==> src/line_output_source_pkg.sv <==
// Package: constants, register map and types for the line output source mux
package line_output_source_pkg;

  // ==========================================================
  // Geometry
  localparam int NUM_LINES    = 4;
  localparam int NUM_COUNTERS = 3;
  localparam int NUM_TIMERS   = 3;
  localparam int NUM_STREAMS  = 2;
  localparam int USER_BITS    = 8;
  localparam int CNT_W        = 16;

  // ==========================================================
  // Register offsets (byte addresses)
  localparam logic [7:0] REG_LINE_INDEX   = 8'h00;
  localparam logic [7:0] REG_LINE_CFG     = 8'h04;
  localparam logic [7:0] REG_USER_INDEX   = 8'h08;
  localparam logic [7:0] REG_USER_BIT     = 8'h0c;
  localparam logic [7:0] REG_USER_BULK    = 8'h10;
  localparam logic [7:0] REG_USER_MASK    = 8'h14;
  localparam logic [7:0] REG_CNT_INDEX    = 8'h18;
  localparam logic [7:0] REG_CNT_CFG      = 8'h1c;
  localparam logic [7:0] REG_CNT_VALUE    = 8'h20;
  localparam logic [7:0] REG_CNT_MAX      = 8'h24;
  localparam logic [7:0] REG_CNT_CMD      = 8'h28;
  localparam logic [7:0] REG_IRQ_STATUS   = 8'h2c;
  localparam logic [7:0] REG_IRQ_MASK     = 8'h30;
  localparam logic [7:0] REG_LINE_STATUS  = 8'h34;

  // ==========================================================
  // Field positions of the line configuration word
  localparam int LCFG_SRC_LSB    = 0;   // 5-bit source code
  localparam int LCFG_DIR_BIT    = 8;   // 1 = output
  localparam int LCFG_INV_BIT    = 9;
  localparam int LCFG_FMT_LSB    = 12;  // 3-bit electrical format
  // Counter configuration word
  localparam int CCFG_EVT_LSB    = 0;   // 2-bit event kind
  localparam int CCFG_CHAIN_BIT  = 4;   // take increment from previous unit's end
  localparam int CCFG_ENABLE_BIT = 8;
  localparam int CCFG_LINE_LSB   = 12;  // 2-bit input line index
  // Counter command bits
  localparam int CCMD_RESET_BIT  = 0;

  // ==========================================================
  // Reset values
  localparam logic [USER_BITS-1:0] USER_RESET = 8'h00;
  localparam logic [USER_BITS-1:0] MASK_RESET = 8'hff;
  localparam logic [CNT_W-1:0]     MAX_RESET  = 16'hffff;

  // ==========================================================
  // Output source codes
  typedef enum logic [4:0] {
    SRC_OFF         = 5'h00,
    SRC_ACQ_WAIT    = 5'h01,
    SRC_ACQ_ACTIVE  = 5'h02,
    SRC_FRAME_WAIT  = 5'h03,
    SRC_FRAME_ACT   = 5'h04,
    SRC_EXPOSURE    = 5'h05,
    SRC_COUNTER0    = 5'h06,  // +n, n < 3
    SRC_TIMER0      = 5'h09,  // +n, n < 3
    SRC_USER0       = 5'h0c,  // +n, n < 8
    SRC_STREAM0     = 5'h14   // +5*stream + state, 10 codes
  } source_t;

  typedef enum logic [2:0] {
    STRM_ACTIVE   = 3'h0,
    STRM_PAUSED   = 3'h1,
    STRM_STOPPING = 3'h2,
    STRM_STOPPED  = 3'h3,
    STRM_OVERFLOW = 3'h4
  } stream_state_t;

  typedef enum logic [2:0] {
    FMT_NOCONNECT = 3'h0,
    FMT_HIGHZ     = 3'h1,
    FMT_TTL       = 3'h2,
    FMT_LVDS      = 3'h3,
    FMT_RS422     = 3'h4,
    FMT_OPTO      = 3'h5,
    FMT_OPENDRAIN = 3'h6
  } format_t;

  typedef enum logic [1:0] {
    EVT_INTERNAL = 2'h0,
    EVT_LINE     = 2'h1,
    EVT_TICK     = 2'h2
  } count_event_t;

  typedef enum logic [1:0] {
    UNIT_IDLE  = 2'b01,
    UNIT_COUNT = 2'b10
  } unit_state_t;

  // ==========================================================
  // Carriers
  typedef struct packed {
    logic acqWaiting;
    logic acqInProgress;
    logic frameWaiting;
    logic frameInProgress;
    logic exposureInProgress;
  } acq_status_t;

  typedef struct packed {
    logic [7:0]  addr;
    logic [31:0] wdata;
    logic        wr;
    logic        rd;
  } reg_req_t;

  typedef struct packed {
    source_t src;
    logic    dirOut;
    logic    invert;
    format_t fmt;
  } line_cfg_t;

  typedef struct packed {
    count_event_t evt;
    logic         chain;
    logic         enable;
    logic [1:0]   lineSel;
  } unit_cfg_t;

endpackage : line_output_source_pkg

==> src/line_output_source_mux.sv <==
// Line output source mux with user output bits, counters/timers and interrupts
`timescale 1ns/1ps

module line_output_source_mux (
  input  wire logic                                          sys_clk,
  input  wire logic                                          resetn,
  input  wire line_output_source_pkg::reg_req_t              regReq,
  output logic [31:0]                                        regRdata,
  input  wire line_output_source_pkg::acq_status_t           acqStatus,
  input  wire logic [line_output_source_pkg::NUM_STREAMS*5-1:0] streamState,
  input  wire logic [line_output_source_pkg::NUM_COUNTERS-1:0]  internalEvent,
  input  wire logic [line_output_source_pkg::NUM_LINES-1:0]     lineIn,
  output logic [line_output_source_pkg::NUM_LINES-1:0]          lineOut,
  output logic [line_output_source_pkg::NUM_LINES-1:0]          lineOe_n,
  output logic [line_output_source_pkg::NUM_LINES-1:0]          lineHighZ,
  output logic                                               irq
);
  import line_output_source_pkg::*;

  localparam int NUM_UNITS = NUM_COUNTERS + NUM_TIMERS;

  // ==========================================================
  // Helpers
  function automatic logic hit(input logic [7:0] a, input logic [7:0] off);
    hit = (a == off);
  endfunction : hit

  function automatic logic [USER_BITS-1:0] bitMask(input logic [2:0] idx);
    bitMask = USER_BITS'(1) << idx;
  endfunction : bitMask

  // ==========================================================
  // Storage
  logic [1:0]               lineIndex;
  line_cfg_t                lineCfg [NUM_LINES];
  logic [2:0]               userIndex;
  logic [USER_BITS-1:0]     userBits;
  logic [USER_BITS-1:0]     userMask;
  logic [2:0]               unitIndex;
  unit_cfg_t                unitCfg [NUM_UNITS];
  logic [CNT_W-1:0]         unitValue [NUM_UNITS];
  logic [CNT_W-1:0]         unitMax [NUM_UNITS];
  unit_state_t              unitState [NUM_UNITS];
  logic [NUM_UNITS-1:0]     unitEnd;
  logic [NUM_UNITS-1:0]     unitActive;
  logic [NUM_UNITS-1:0]     irqStatus;
  logic [NUM_UNITS-1:0]     irqMask;
  logic [NUM_LINES-1:0]     linePrev;
  logic [NUM_LINES-1:0]     lineEdge;
  logic [NUM_LINES-1:0]     lineLevel;
  logic                     edgeArmed;

  logic wrEn;
  logic rdEn;
  assign wrEn = regReq.wr;
  assign rdEn = regReq.rd;

  // ==========================================================
  // Selectors
  always_ff @(posedge sys_clk or negedge resetn) begin
    if (!resetn) begin
      lineIndex <= 2'h0;
      userIndex <= 3'h0;
      unitIndex <= 3'h0;
    end else if (wrEn) begin
      if (hit(regReq.addr, REG_LINE_INDEX)) begin
        lineIndex <= regReq.wdata[1:0];
      end
      if (hit(regReq.addr, REG_USER_INDEX)) begin
        userIndex <= regReq.wdata[2:0];
      end
      // Indices past the last unit are dropped so no access reaches past the arrays
      if (hit(regReq.addr, REG_CNT_INDEX) && regReq.wdata[2:0] < 3'(NUM_UNITS)) begin
        unitIndex <= regReq.wdata[2:0];
      end
    end
  end

  // ==========================================================
  // Per-line configuration
  always_ff @(posedge sys_clk or negedge resetn) begin
    if (!resetn) begin
      for (int i = 0; i < NUM_LINES; i++) begin
        lineCfg[i] <= '{src: SRC_OFF, dirOut: 1'b0, invert: 1'b0, fmt: FMT_TTL};
      end
    end else if (wrEn && hit(regReq.addr, REG_LINE_CFG)) begin
      lineCfg[lineIndex].src    <= source_t'(regReq.wdata[LCFG_SRC_LSB +: 5]);
      lineCfg[lineIndex].dirOut <= regReq.wdata[LCFG_DIR_BIT];
      lineCfg[lineIndex].invert <= regReq.wdata[LCFG_INV_BIT];
      // Code 7 is refused; the other fields of the same write still land
      if (regReq.wdata[LCFG_FMT_LSB +: 3] <= FMT_OPENDRAIN) begin
        lineCfg[lineIndex].fmt <= format_t'(regReq.wdata[LCFG_FMT_LSB +: 3]);
      end
    end
  end

  // ==========================================================
  // User output register
  always_ff @(posedge sys_clk or negedge resetn) begin
    if (!resetn) begin
      userBits <= USER_RESET;
      userMask <= MASK_RESET;
    end else if (wrEn) begin
      if (hit(regReq.addr, REG_USER_BIT)) begin
        // Mask deliberately not applied here
        if (regReq.wdata[0]) begin
          userBits <= userBits | bitMask(userIndex);
        end else begin
          userBits <= userBits & ~bitMask(userIndex);
        end
      end
      if (hit(regReq.addr, REG_USER_BULK)) begin
        userBits <= (regReq.wdata[USER_BITS-1:0] & userMask)
                  | (userBits & ~userMask);
      end
      if (hit(regReq.addr, REG_USER_MASK)) begin
        userMask <= regReq.wdata[USER_BITS-1:0];
      end
    end
  end

  // ==========================================================
  // Input edge detection for counters fed from lines
  always_ff @(posedge sys_clk or negedge resetn) begin
    if (!resetn) begin
      linePrev <= '0;
    end else begin
      linePrev <= lineLevel;
    end
  end

  always_comb begin
    for (int i = 0; i < NUM_LINES; i++) begin
      lineLevel[i] = lineIn[i] ^ lineCfg[i].invert;
    end
  end
  // Edges are ignored until one cycle after reset, so a line that is already
  // high when reset lifts is not taken for a fresh edge
  always_ff @(posedge sys_clk or negedge resetn) begin
    if (!resetn) begin
      edgeArmed <= 1'b0;
    end else begin
      edgeArmed <= 1'b1;
    end
  end
  assign lineEdge = lineLevel & ~linePrev & {NUM_LINES{edgeArmed}};

  // ==========================================================
  // Counters (units 0..2) and timers (units 3..5)
  // Timers share the counter engine; every unit resets to the clock tick as its event
  logic [NUM_UNITS-1:0] unitInc;
  always_comb begin
    for (int u = 0; u < NUM_UNITS; u++) begin
      // Chaining wins over the unit's own event source on every unit but unit 0
      if (unitCfg[u].chain && u > 0) begin
        unitInc[u] = unitEnd[(u > 0) ? u - 1 : 0];
      end else begin
        case (unitCfg[u].evt)
          EVT_INTERNAL: unitInc[u] = internalEvent[u % NUM_COUNTERS];
          EVT_LINE:     unitInc[u] = lineEdge[unitCfg[u].lineSel];
          EVT_TICK:     unitInc[u] = 1'b1;
          default:      unitInc[u] = 1'b0;
        endcase
      end
    end
  end

  always_ff @(posedge sys_clk or negedge resetn) begin
    if (!resetn) begin
      for (int u = 0; u < NUM_UNITS; u++) begin
        unitCfg[u] <= '{evt: EVT_TICK, chain: 1'b0, enable: 1'b0, lineSel: 2'h0};
        unitMax[u] <= MAX_RESET;
      end
    end else if (wrEn) begin
      if (hit(regReq.addr, REG_CNT_CFG)) begin
        unitCfg[unitIndex].evt     <= count_event_t'(regReq.wdata[CCFG_EVT_LSB +: 2]);
        unitCfg[unitIndex].chain   <= regReq.wdata[CCFG_CHAIN_BIT];
        unitCfg[unitIndex].enable  <= regReq.wdata[CCFG_ENABLE_BIT];
        unitCfg[unitIndex].lineSel <= regReq.wdata[CCFG_LINE_LSB +: 2];
      end
      if (hit(regReq.addr, REG_CNT_MAX)) begin
        unitMax[unitIndex] <= regReq.wdata[CNT_W-1:0];
      end
    end
  end

  always_ff @(posedge sys_clk or negedge resetn) begin
    if (!resetn) begin
      for (int u = 0; u < NUM_UNITS; u++) begin
        unitValue[u] <= '0;
        unitState[u] <= UNIT_IDLE;
      end
      unitEnd <= '0;
    end else begin
      unitEnd <= '0;
      for (int u = 0; u < NUM_UNITS; u++) begin
        // A disabled unit keeps its value; only software clears it
        case (unitState[u])
          UNIT_IDLE: begin
            if (unitCfg[u].enable) begin
              unitState[u] <= UNIT_COUNT;
            end
          end
          UNIT_COUNT: begin
            if (!unitCfg[u].enable) begin
              unitState[u] <= UNIT_IDLE;
            end else if (unitInc[u]) begin
              if (unitValue[u] >= unitMax[u]) begin
                unitValue[u] <= '0;
                unitEnd[u]   <= 1'b1;
              end else begin
                unitValue[u] <= unitValue[u] + 1'b1;
              end
            end
          end
          default: unitState[u] <= UNIT_IDLE;
        endcase
      end
      // Software reset or write of the value wins over counting
      if (wrEn && hit(regReq.addr, REG_CNT_CMD) && regReq.wdata[CCMD_RESET_BIT]) begin
        unitValue[unitIndex] <= '0;
      end
      if (wrEn && hit(regReq.addr, REG_CNT_VALUE)) begin
        unitValue[unitIndex] <= regReq.wdata[CNT_W-1:0];
      end
    end
  end

  always_comb begin
    for (int u = 0; u < NUM_UNITS; u++) begin
      unitActive[u] = (unitState[u] == UNIT_COUNT);
    end
  end

  // ==========================================================
  // Interrupts: end events, write one to clear, set wins
  always_ff @(posedge sys_clk or negedge resetn) begin
    if (!resetn) begin
      irqStatus <= '0;
      irqMask   <= '0;
    end else begin
      if (wrEn && hit(regReq.addr, REG_IRQ_STATUS)) begin
        irqStatus <= (irqStatus & ~regReq.wdata[NUM_UNITS-1:0]) | unitEnd;
      end else begin
        irqStatus <= irqStatus | unitEnd;
      end
      if (wrEn && hit(regReq.addr, REG_IRQ_MASK)) begin
        irqMask <= regReq.wdata[NUM_UNITS-1:0];
      end
    end
  end
  // The mask gates only the output; status keeps recording end events
  assign irq = |(irqStatus & irqMask);

  // ==========================================================
  // Source selection
  // Codes past the last stream state give a low level, never a guess
  function automatic logic pickSource(input source_t s);
    logic [4:0] code;
    logic [4:0] rel;
    code = s;
    rel  = 5'h00;
    pickSource = 1'b0;
    case (1'b1)
      (code == SRC_ACQ_WAIT):   pickSource = acqStatus.acqWaiting;
      (code == SRC_ACQ_ACTIVE): pickSource = acqStatus.acqInProgress;
      (code == SRC_FRAME_WAIT): pickSource = acqStatus.frameWaiting;
      (code == SRC_FRAME_ACT):  pickSource = acqStatus.frameInProgress;
      (code == SRC_EXPOSURE):   pickSource = acqStatus.exposureInProgress;
      (code >= SRC_COUNTER0 && code < SRC_TIMER0): begin
        rel = code - SRC_COUNTER0;
        pickSource = unitActive[rel[2:0]];
      end
      (code >= SRC_TIMER0 && code < SRC_USER0): begin
        rel = code - SRC_TIMER0;
        pickSource = unitActive[3'(NUM_COUNTERS) + rel[2:0]];
      end
      (code >= SRC_USER0 && code < SRC_STREAM0): begin
        rel = code - SRC_USER0;
        pickSource = userBits[rel[2:0]];
      end
      (code >= SRC_STREAM0 && code < 5'(SRC_STREAM0 + NUM_STREAMS * 5)): begin
        rel = code - SRC_STREAM0;
        pickSource = streamState[rel[3:0]];
      end
      default: pickSource = 1'b0;
    endcase
  endfunction : pickSource

  always_ff @(posedge sys_clk or negedge resetn) begin
    if (!resetn) begin
      lineOut   <= '0;
      lineOe_n  <= '1;
      lineHighZ <= '1;
    end else begin
      for (int i = 0; i < NUM_LINES; i++) begin
        lineOut[i] <= pickSource(lineCfg[i].src) ^ lineCfg[i].invert;
        // Only a line set to output with a live source and a driven format drives
        lineOe_n[i] <= !(lineCfg[i].dirOut && lineCfg[i].src != SRC_OFF
                         && lineCfg[i].fmt != FMT_HIGHZ
                         && lineCfg[i].fmt != FMT_NOCONNECT);
        lineHighZ[i] <= (lineCfg[i].src == SRC_OFF) || !lineCfg[i].dirOut;
      end
    end
  end

  // ==========================================================
  // Read data, one cycle after the strobe
  // Zero outside the answer cycle, so a stale word is never taken for a read
  logic [31:0] next_rdata;
  always_comb begin
    next_rdata = 32'h0000_0000;
    case (regReq.addr)
      REG_LINE_INDEX: next_rdata = {30'h0, lineIndex};
      REG_LINE_CFG: begin
        next_rdata[LCFG_SRC_LSB +: 5] = lineCfg[lineIndex].src;
        next_rdata[LCFG_DIR_BIT]      = lineCfg[lineIndex].dirOut;
        next_rdata[LCFG_INV_BIT]      = lineCfg[lineIndex].invert;
        next_rdata[LCFG_FMT_LSB +: 3] = lineCfg[lineIndex].fmt;
      end
      REG_USER_INDEX: next_rdata = {29'h0, userIndex};
      REG_USER_BIT:   next_rdata = {31'h0, userBits[userIndex]};
      REG_USER_BULK:  next_rdata = {24'h0, userBits};
      REG_USER_MASK:  next_rdata = {24'h0, userMask};
      REG_CNT_INDEX:  next_rdata = {29'h0, unitIndex};
      REG_CNT_CFG: begin
        next_rdata[CCFG_EVT_LSB +: 2]  = unitCfg[unitIndex].evt;
        next_rdata[CCFG_CHAIN_BIT]     = unitCfg[unitIndex].chain;
        next_rdata[CCFG_ENABLE_BIT]    = unitCfg[unitIndex].enable;
        next_rdata[CCFG_LINE_LSB +: 2] = unitCfg[unitIndex].lineSel;
      end
      REG_CNT_VALUE:   next_rdata = {16'h0, unitValue[unitIndex]};
      REG_CNT_MAX:     next_rdata = {16'h0, unitMax[unitIndex]};
      REG_IRQ_STATUS:  next_rdata = {26'h0, irqStatus};
      REG_IRQ_MASK:    next_rdata = {26'h0, irqMask};
      REG_LINE_STATUS: next_rdata = {28'h0, lineLevel};
      default:         next_rdata = 32'h0000_0000;
    endcase
  end

  always_ff @(posedge sys_clk or negedge resetn) begin
    if (!resetn) begin
      regRdata <= 32'h0000_0000;
    end else if (rdEn) begin
      regRdata <= next_rdata;
    end else begin
      regRdata <= 32'h0000_0000;
    end
  end

endmodule : line_output_source_mux

==> config.mk <==
export PLATFORM = sky130hd
export DESIGN_NAME = line_output_source_mux
export DESIGN_NICKNAME = d
export VERILOG_FILES = /design/src/line_output_source_pkg.sv /design/src/line_output_source_mux.sv
export SDC_FILE = /design/constraint.sdc
export NUM_CORES = 1
export LEC_CHECK = 0
export ABC_AREA = 1
export BUFFER_PORTS_ARGS = -buffer_cell sky130_fd_sc_hd__buf_2
export CORE_MARGIN = 3
export CORE_UTILIZATION = 28
export CTS_CLUSTER_DIAMETER = 150
export DETAILED_ROUTE_END_ITERATION = 8
export GPL_TIMING_DRIVEN = 0
export SLEW_MARGIN = 15
export SYNTH_ARGS = -nofsm -noshare
export SYNTH_HDL_FRONTEND = slang
export SYNTH_SLANG_ARGS = --single-unit
==> constraint.sdc <==
create_clock -name sys_clk -period 4 [get_ports sys_clk]
set_input_delay 0.4 -clock sys_clk [delete_from_list [all_inputs] [get_ports sys_clk]]
set_output_delay 0.4 -clock sys_clk [all_outputs]
set_load 0.01 [all_outputs]
==> results of run 1 <==
-- Yosys cell counts (3+ instances only) --
cell type,instances,area share [%]
nand2_1,799,13
inv_1,446,7.3
o21ai_0,236,5.1
dfrtp_1,227,25
nand3_1,220,4.8
nor2_1,173,2.8
o22ai_1,146,4.0
dfstp_2,128,15
ha_1,126,6.9
a21oi_1,112,2.4
o21ai_1,85,1.9
clkbuf_1,67,1.1
xor2_1,42,1.6
nor3_1,41,0.89
nand4_1,40,1.1
inv_2,39,0.64
o31ai_1,36,1.2
buf_2,19,0.41
buf_4,16,0.52
o211ai_1,12,0.39
a22oi_1,9,0.29
nand2_2,9,0.25
nor2_2,9,0.25
nand3b_1,8,0.26
nor2_4,8,0.39
a211oi_1,7,0.23
a41oi_1,6,0.23
buf_1,6,0.098
a221oi_1,5,0.19
nor3_2,5,0.22
and3_1,4,0.11
clkinv_1,4,0.065
mux2_1,4,0.20
nor4_1,4,0.11
o2111ai_1,4,0.15
o21bai_1,4,0.13
a31oi_1,3,0.082
and2_1,3,0.082
o2bb2ai_1,3,0.11
o311ai_0,3,0.11
-- where the power goes --
part	total [mW]	internal, mW	switching [mW]
clock network	4.37	2.61	1.76
logic	0.787	0.185	0.602
registers	3.73	3.67	0.0589
-- path summary, 6_finish.rpt --
kind / end / slack (ps)
worst max register to register: regRdata[14]$_DFF_PN0_ / 560
worst max-delay path: regRdata[14]$_DFF_PN0_ / 560
max in group asynchronous: unitCfg[8]$_DFFE_PN0P_ / 2570
min in group asynchronous: unitValue[94]$_DFF_PN0_ / 410
worst min register to register: irqStatus[3]$_DFF_PN0_ / 450
worst min-delay path: unitMax[10]$_DFFE_PN1P_ / 70
-- layer usage --
| layer | share of wire, % | GRT usage (%) | up-vias | wire length [um] |
|---|---|---|---|---|
| li1 | - | - | 10660 | - |
| met1 | 42 | 31.52 | 11180 | 41540 |
| met2 | 42 | 34.21 | 1364 | 42010 |
| met3 | 12 | 5.406 | 247 | 11530 |
| met4 | 4.7 | 9.431 | 4 | 4692 |
| met5 | 0.021 | 0 | - | 21 |
-- flip-flops by register name, indices dropped and copies added, names as in the netlist, named ones only --
name / cells
lineIndex: 2
unitEnd: 6
userMask: 8
regRdata: 16
userIndex: 3
unitMax: 96
irqMask: 6
unitCfg: 36
edgeArmed: 1
lineOe_n: 4
lineOut: 4
unitIndex: 3
unitState: 12
irqStatus: 6
linePrev: 4
unitValue: 96
lineCfg: 40
lineHighZ: 4
-- through the flow --
step	utilization, %	power, mW	instances	cell area [sq um]
after floorplan	-	4.130	3156	23010
after global placement	30.58	4.533	4292	24710
after detailed placement	30.70	4.549	4295	24810
after CTS	32.66	8.939	4378	26390
after global routing	32.66	9.165	4378	26390
final	32.67	8.885	4381	26400
-- logic make-up (layout without fill, tap and decap cells) --
logic type | Yosys count | count (layout) | share of synthesized area, %
compound gates | 684 | 684 | 17.05
other cells | 2 | 20 | 0.03272
mux | 4 | 4 | 0.1963
buf+inv | 599 | 761 | 10.21
flops | 355 | 355 | 39.41
simple gates | 1329 | 1329 | 24.63
xor+xnor | 42 | 42 | 1.603
fa+ha+maj | 126 | 126 | 6.869
-- layout make-up --
class / count / area [sq um] / share of cell area [%]
timing repair buffer: 80 / 483.0 / 1.829
buffer: 109 / 504.2 / 1.910
sequential: 355 / 9044 / 34.26
clock buffer: 55 / 1245 / 4.716
multi-input combinational: 2202 / 11620 / 44.02
tap: 1060 / 1326 / 5.024
inverter: 490 / 1842 / 6.977
clock inverter: 27 / 327.8 / 1.242
antenna: 3 / 7.507 / 0.02844
-- what timing repair did --
action                                  4_1_cts  5_1_grt
endpoints found under the setup margin        0        0
hold buffers                                  1        0
hold endpoints to repair                     47        0
-- critical path: cells and delay by family, from the launching register on --
kind                   cells  cell delay, ps
AO/OA/AOI/OAI              3            1210
buffers and inverters      4            1170
AND/OR/NAND/NOR            2             510
flip-flops                 1             410
==> flow_summary.yaml, run 1 <==
run_status:
  outcome: "completed"
die:
  die_area_sq_mm: 0.08543
  die_h_um: 292.3
  coreArea_sq_mm: 0.08081
  floorplan.rows: 104
  initial_core_util_pct: 28.40
  pin_count: 111
  die_w_um: 292.3
grt:
  grt_pass1_wl_um: 145700
  grt_max_degree: 102
  grt_usage_pct: 22.80
  grt_antenna_before_repair: 8
  grt-ovfl-total: 0
  first_global_vias: 21530
synthesis:
  avgSynthCellArea_sq_um: 7.306
  yosys_warnings: 0
  ys.flop_type: "dfrtp_1"
  synth_seq_area_share_pct: 39.41
  syn_area_sq_mm: 0.02295
  synth_edf_count: 0
  synth-seq-cells: 355
  synth_cell_types: 57
  synthArstFlopShare_pct: 100.0
  postSynthCellCount: 3141
drt:
  drt_iter0_drc: 2854
  num_vias: 23460
  wire_per_inst_um: 22.78
  drc: 0
  drt_wl_total_um: 99800
  firstDrtPassIters: 7
  ant_nets: 0
  via_per_inst: 5.354
cts:
  cts_resized: 0
  cts_sinks: 355
  cts_made_buffers: 44
  clock_tree.buffer_depth: 3
  ctsRootBufferMaster: "clkbuf_16"
  clk-insertion-delay-late_ps: 600
  cts_setup_buffers: 0
  cts_tree: "yes"
  path_clk_slew_ps: 60
  h-tree-depth: 2
sta:
  slew_viol_final: 0
  layout_setup_ws_ps: 563.6
  clock_skew_ps: 32.85
  layout_min_cycle_time_ps: 3436
  setup_tns_ps: 0
  max_freq_mhz: 291.0
  timing.final.crit_share_pct: 85.91
  worst_slew_margin_rel_pct: 11.48
  tightestPinTransition_ps: 1328
  holdWs_ps: 68.21
  hold_viol_final: 0
  rsz0062_at_grt: "no"
  setup_viol: 0
finish:
  area_growth_pct: 15.03
  nets: 3474
  nFillCells: 8759
  drive_gt1_share_pct: 12.24
  mostFrequentLayoutCells: "nand2_1 (799), inv_1 (446), o21ai_0 (236), dfrtp_1 (227), nand3_1 (220)"
  final_common_cell: "nand2_1"
critical_path:
  crit_fanout: 10
  crit_path_start_kind: "register"
  cp_slowest_cell: "o31ai_1"
  crit_top_cell: "inv_1"
  required_ps: 4470
  crit_start: "unitIndex[1]$_DFFE_PN0P_"
  r2r-start: "unitIndex[1]$_DFFE_PN0P_"
  cp_cell_sequence: "inv_1 > nand3_1 > buf_2 > buf_1 > o22ai_1 > o31ai_1 > o311ai_0 > nand2_1 > inv_1"
  critical_path_arrival_ps: 3910
  cpPeakStageDelay_ps: 680
  cp-end-kind: "register"
  worstSetupPathType: "register to register"
  rr_worst_depth: 9
place:
  gp_congestion: 1.021
  dp_hpwl_um: 75600
  post-place-ws_ps: 778.2
  io_buffers: 76
min_path:
  hold_path_depth: 3
  min_path_type: "primary input to register"
  min_from: "regReq[12]"
power:
  power_leakage_nw: 12.07
  powerDensity_mw_per_mm2: 336.6
  ir_drop_mv: 0.2754
job:
  drv_cap: 0
(Power assumes the default switching activity.)
==> run 2, diff against run 1 <==
- MAX_ROUTING_LAYER: not set -> met4
- PLACE_DENSITY_LB_ADDON: not set -> 0.25
==> run 2 against run 1 <==
Maximum frequency is 2.7% higher; combinational power is 2% higher; clock skew is 11 ps higher; flip-flop and latch count stayed put; worst setup slack better by 91 ps; sequential power hardly changed; sequential share of layout area hardly changed; die area stayed put; hold slack better by 7.9 ps; wire length is 4.8% higher; global-route usage is 1.8 points higher; critical path depth is 1 lower; critical path type unchanged; largest power group unchanged.
==> flow_summary.yaml, run 2 (synthesized netlist as in run 1, its figures left out) <==
place:
  gp_congestion: 1.006
  dp_hpwl_um: 79780
  io_buffers: 76
  dp_cells: 4296
  post-place-ws_ps: 747.9
die:
  initial_core_util_pct: 28.40
  die_area_sq_mm: 0.08543
  coreArea_sq_mm: 0.08081
  die_h_um: 292.3
  pin_count: 111
  floorplan.rows: 104
  die_w_um: 292.3
min_path:
  min_delay_worst_endpoint: "unitValue[7]$_DFF_PN0_"
  hold_path_depth: 3
  min_path_type: "primary input to register"
  min_from: "regReq[9]"
grt:
  grt-ovfl-total: 0
  grt_max_degree: 95
  first_global_vias: 21410
  grt_pass1_wl_um: 150900
  grt_antenna_before_repair: 5
  grt_usage_pct: 24.59
critical_path:
  r2r-start: "unitIndex[0]$_DFFE_PN0P_"
  cp-end-kind: "register"
  cpPeakStageDelay_ps: 820
  worstSetupPathType: "register to register"
  crit_top_cell: "inv_1"
  required_ps: 4480
  rr_endpoint: "regRdata[9]$_DFF_PN0_"
  critical_path_arrival_ps: 3830
  ff2ff_setup_slack_ps: 650
  rr_worst_depth: 8
  path_delay_family: "compound AO/OA/AOI/OAI gates"
  crit_fanout: 10
  crit_buf_inv: 3
  cp_cell_sequence: "inv_1 > nand3_1 > clkbuf_1 > o22ai_1 > o31ai_1 > o311ai_1 > nand2_1 > inv_1"
  crit_path_start_kind: "register"
  cp_slowest_cell: "clkbuf_1"
cts:
  cts_tree: "yes"
  ctsRootBufferMaster: "clkbuf_16"
  h-tree-depth: 2
  path_clk_slew_ps: 60
  cts_resized: 0
  clock_tree.buffer_depth: 3
  clk-insertion-delay-late_ps: 600
  cts_made_buffers: 46
  cts_sinks: 355
power:
  ir_drop_mv: 0.2427
  power_leakage_nw: 12.10
  powerDensity_mw_per_mm2: 338.3
drt:
  firstDrtPassIters: 6
  via_per_inst: 5.325
  drc: 0
  num_vias: 23350
  drt_iter0_drc: 2944
  drt_wl_total_um: 104600
  wire_per_inst_um: 23.85
  ant_nets: 0
finish:
  fin_util_pct: 32.71
  reg.largest.list: "unitMax x96, unitValue x96, lineCfg x40"
  area_growth_pct: 15.16
  nets: 3477
  final_common_cell: "nand2_1"
  fin_cells: 4385
  mostFrequentLayoutCells: "nand2_1 (799), inv_1 (446), o21ai_0 (236), dfrtp_1 (227), nand3_1 (220)"
  drive_gt1_share_pct: 12.13
sta:
  clock_skew_ps: 43.61
  layout_min_cycle_time_ps: 3345
  worst_slew_margin_rel_pct: 8.871
  rsz0062_at_grt: "no"
  timing.final.crit_share_pct: 83.63
  hold_viol_final: 0
  tightestPinTransition_ps: 1367
  slew_viol_final: 0
  max_freq_mhz: 298.9
  setup_viol: 0
  setup_tns_ps: 0
  layout_setup_ws_ps: 654.6
run_status:
  outcome: "completed"
job:
  drv_cap: 0
run 2: changes by cell type in the layout (fill, tap and decap cells not counted), moves of 2 or more:
cell        delta
clkbuf_1       +7
clkbuf_8       +6
clkbuf_2       +2
bufinv_16      -2
clkinv_2       -4
clkinv_4       -2
clkinvlp_4     -6
inv_6          +2
run 2: final cells by class:
| cell class | count | area (sq um) |
|---|---|---|
| plain buffers | 109 | 506.7 |
| diodes | 3 | 7.507 |
| multi-input cells | 2202 | 11620 |
| flip-flops and latches | 355 | 9044 |
| clock buffers | 71 | 1386 |
| clock inverters | 14 | 186.4 |
| fillers | 8808 | 54380 |
| inverters | 490 | 1842 |
| repair buffers | 81 | 510.5 |
| well taps | 1060 | 1326 |
run 2: per-stage QoR:
stage / power, mW / hold WS [ps] / instance area [sq um]
floorplan: 4.130 / 104.4 / 23010
detailed placement: 4.570 / 277.7 / 24840
finish: 8.940 / 76.14 / 26430
global placement: 4.555 / 443.0 / 24710
global route: 9.211 / 67.49 / 26420
CTS: 8.993 / 50.29 / 26420
run 2: power by group:
| group | internal (mW) | switching, mW | total, mW | leakage [nW] |
|---|---|---|---|---|
| clock | 2.64 | 1.76 | 4.41 | 0.769 |
| combinational | 0.188 | 0.617 | 0.804 | 7.46 |
| sequential | 3.67 | 0.0592 | 3.73 | 3.87 |
run 2: worst max path at each step:
stage,from,endpoint,depth (start not counted)
after floorplan,unitMax[49]$_DFFE_PN1P_,unitValue[48]$_DFF_PN0_,16
after global placement,resetn,lineCfg[4]$_DFFE_PN0P_,1
after detailed placement,regReq[35],unitMax[1]$_DFFE_PN1P_,7
after CTS,unitIndex[0]$_DFFE_PN0P_,regRdata[7]$_DFF_PN0_,8
after global routing,unitIndex[0]$_DFFE_PN0P_,regRdata[7]$_DFF_PN0_,8
final,unitIndex[0]$_DFFE_PN0P_,regRdata[9]$_DFF_PN0_,8
run 2: worst reg2reg max path, delay by kind of cell, from the launching register on:
| kind | cells | cell delay [ps] |
|---|---|---|
| compound gates | 3 | 1200 |
| flops | 1 | 410 |
| buf+inv | 3 | 1010 |
| simple gates | 2 | 620 |
run 2: per-layer routing:
metal,up-vias,share of wire (%),track usage [%]
met2,1188,43,36.05
met1,11290,43,34.52
li1,10650,-,-
met4,0,4.2,8.685
met3,224,9.6,3.617
met5,-,0,-
run 2: timing repair:
item                                   4_1_cts  5_1_grt
setup buffers                                0        0
hold buffers                                 1        0
endpoints found under the hold margin       26        0
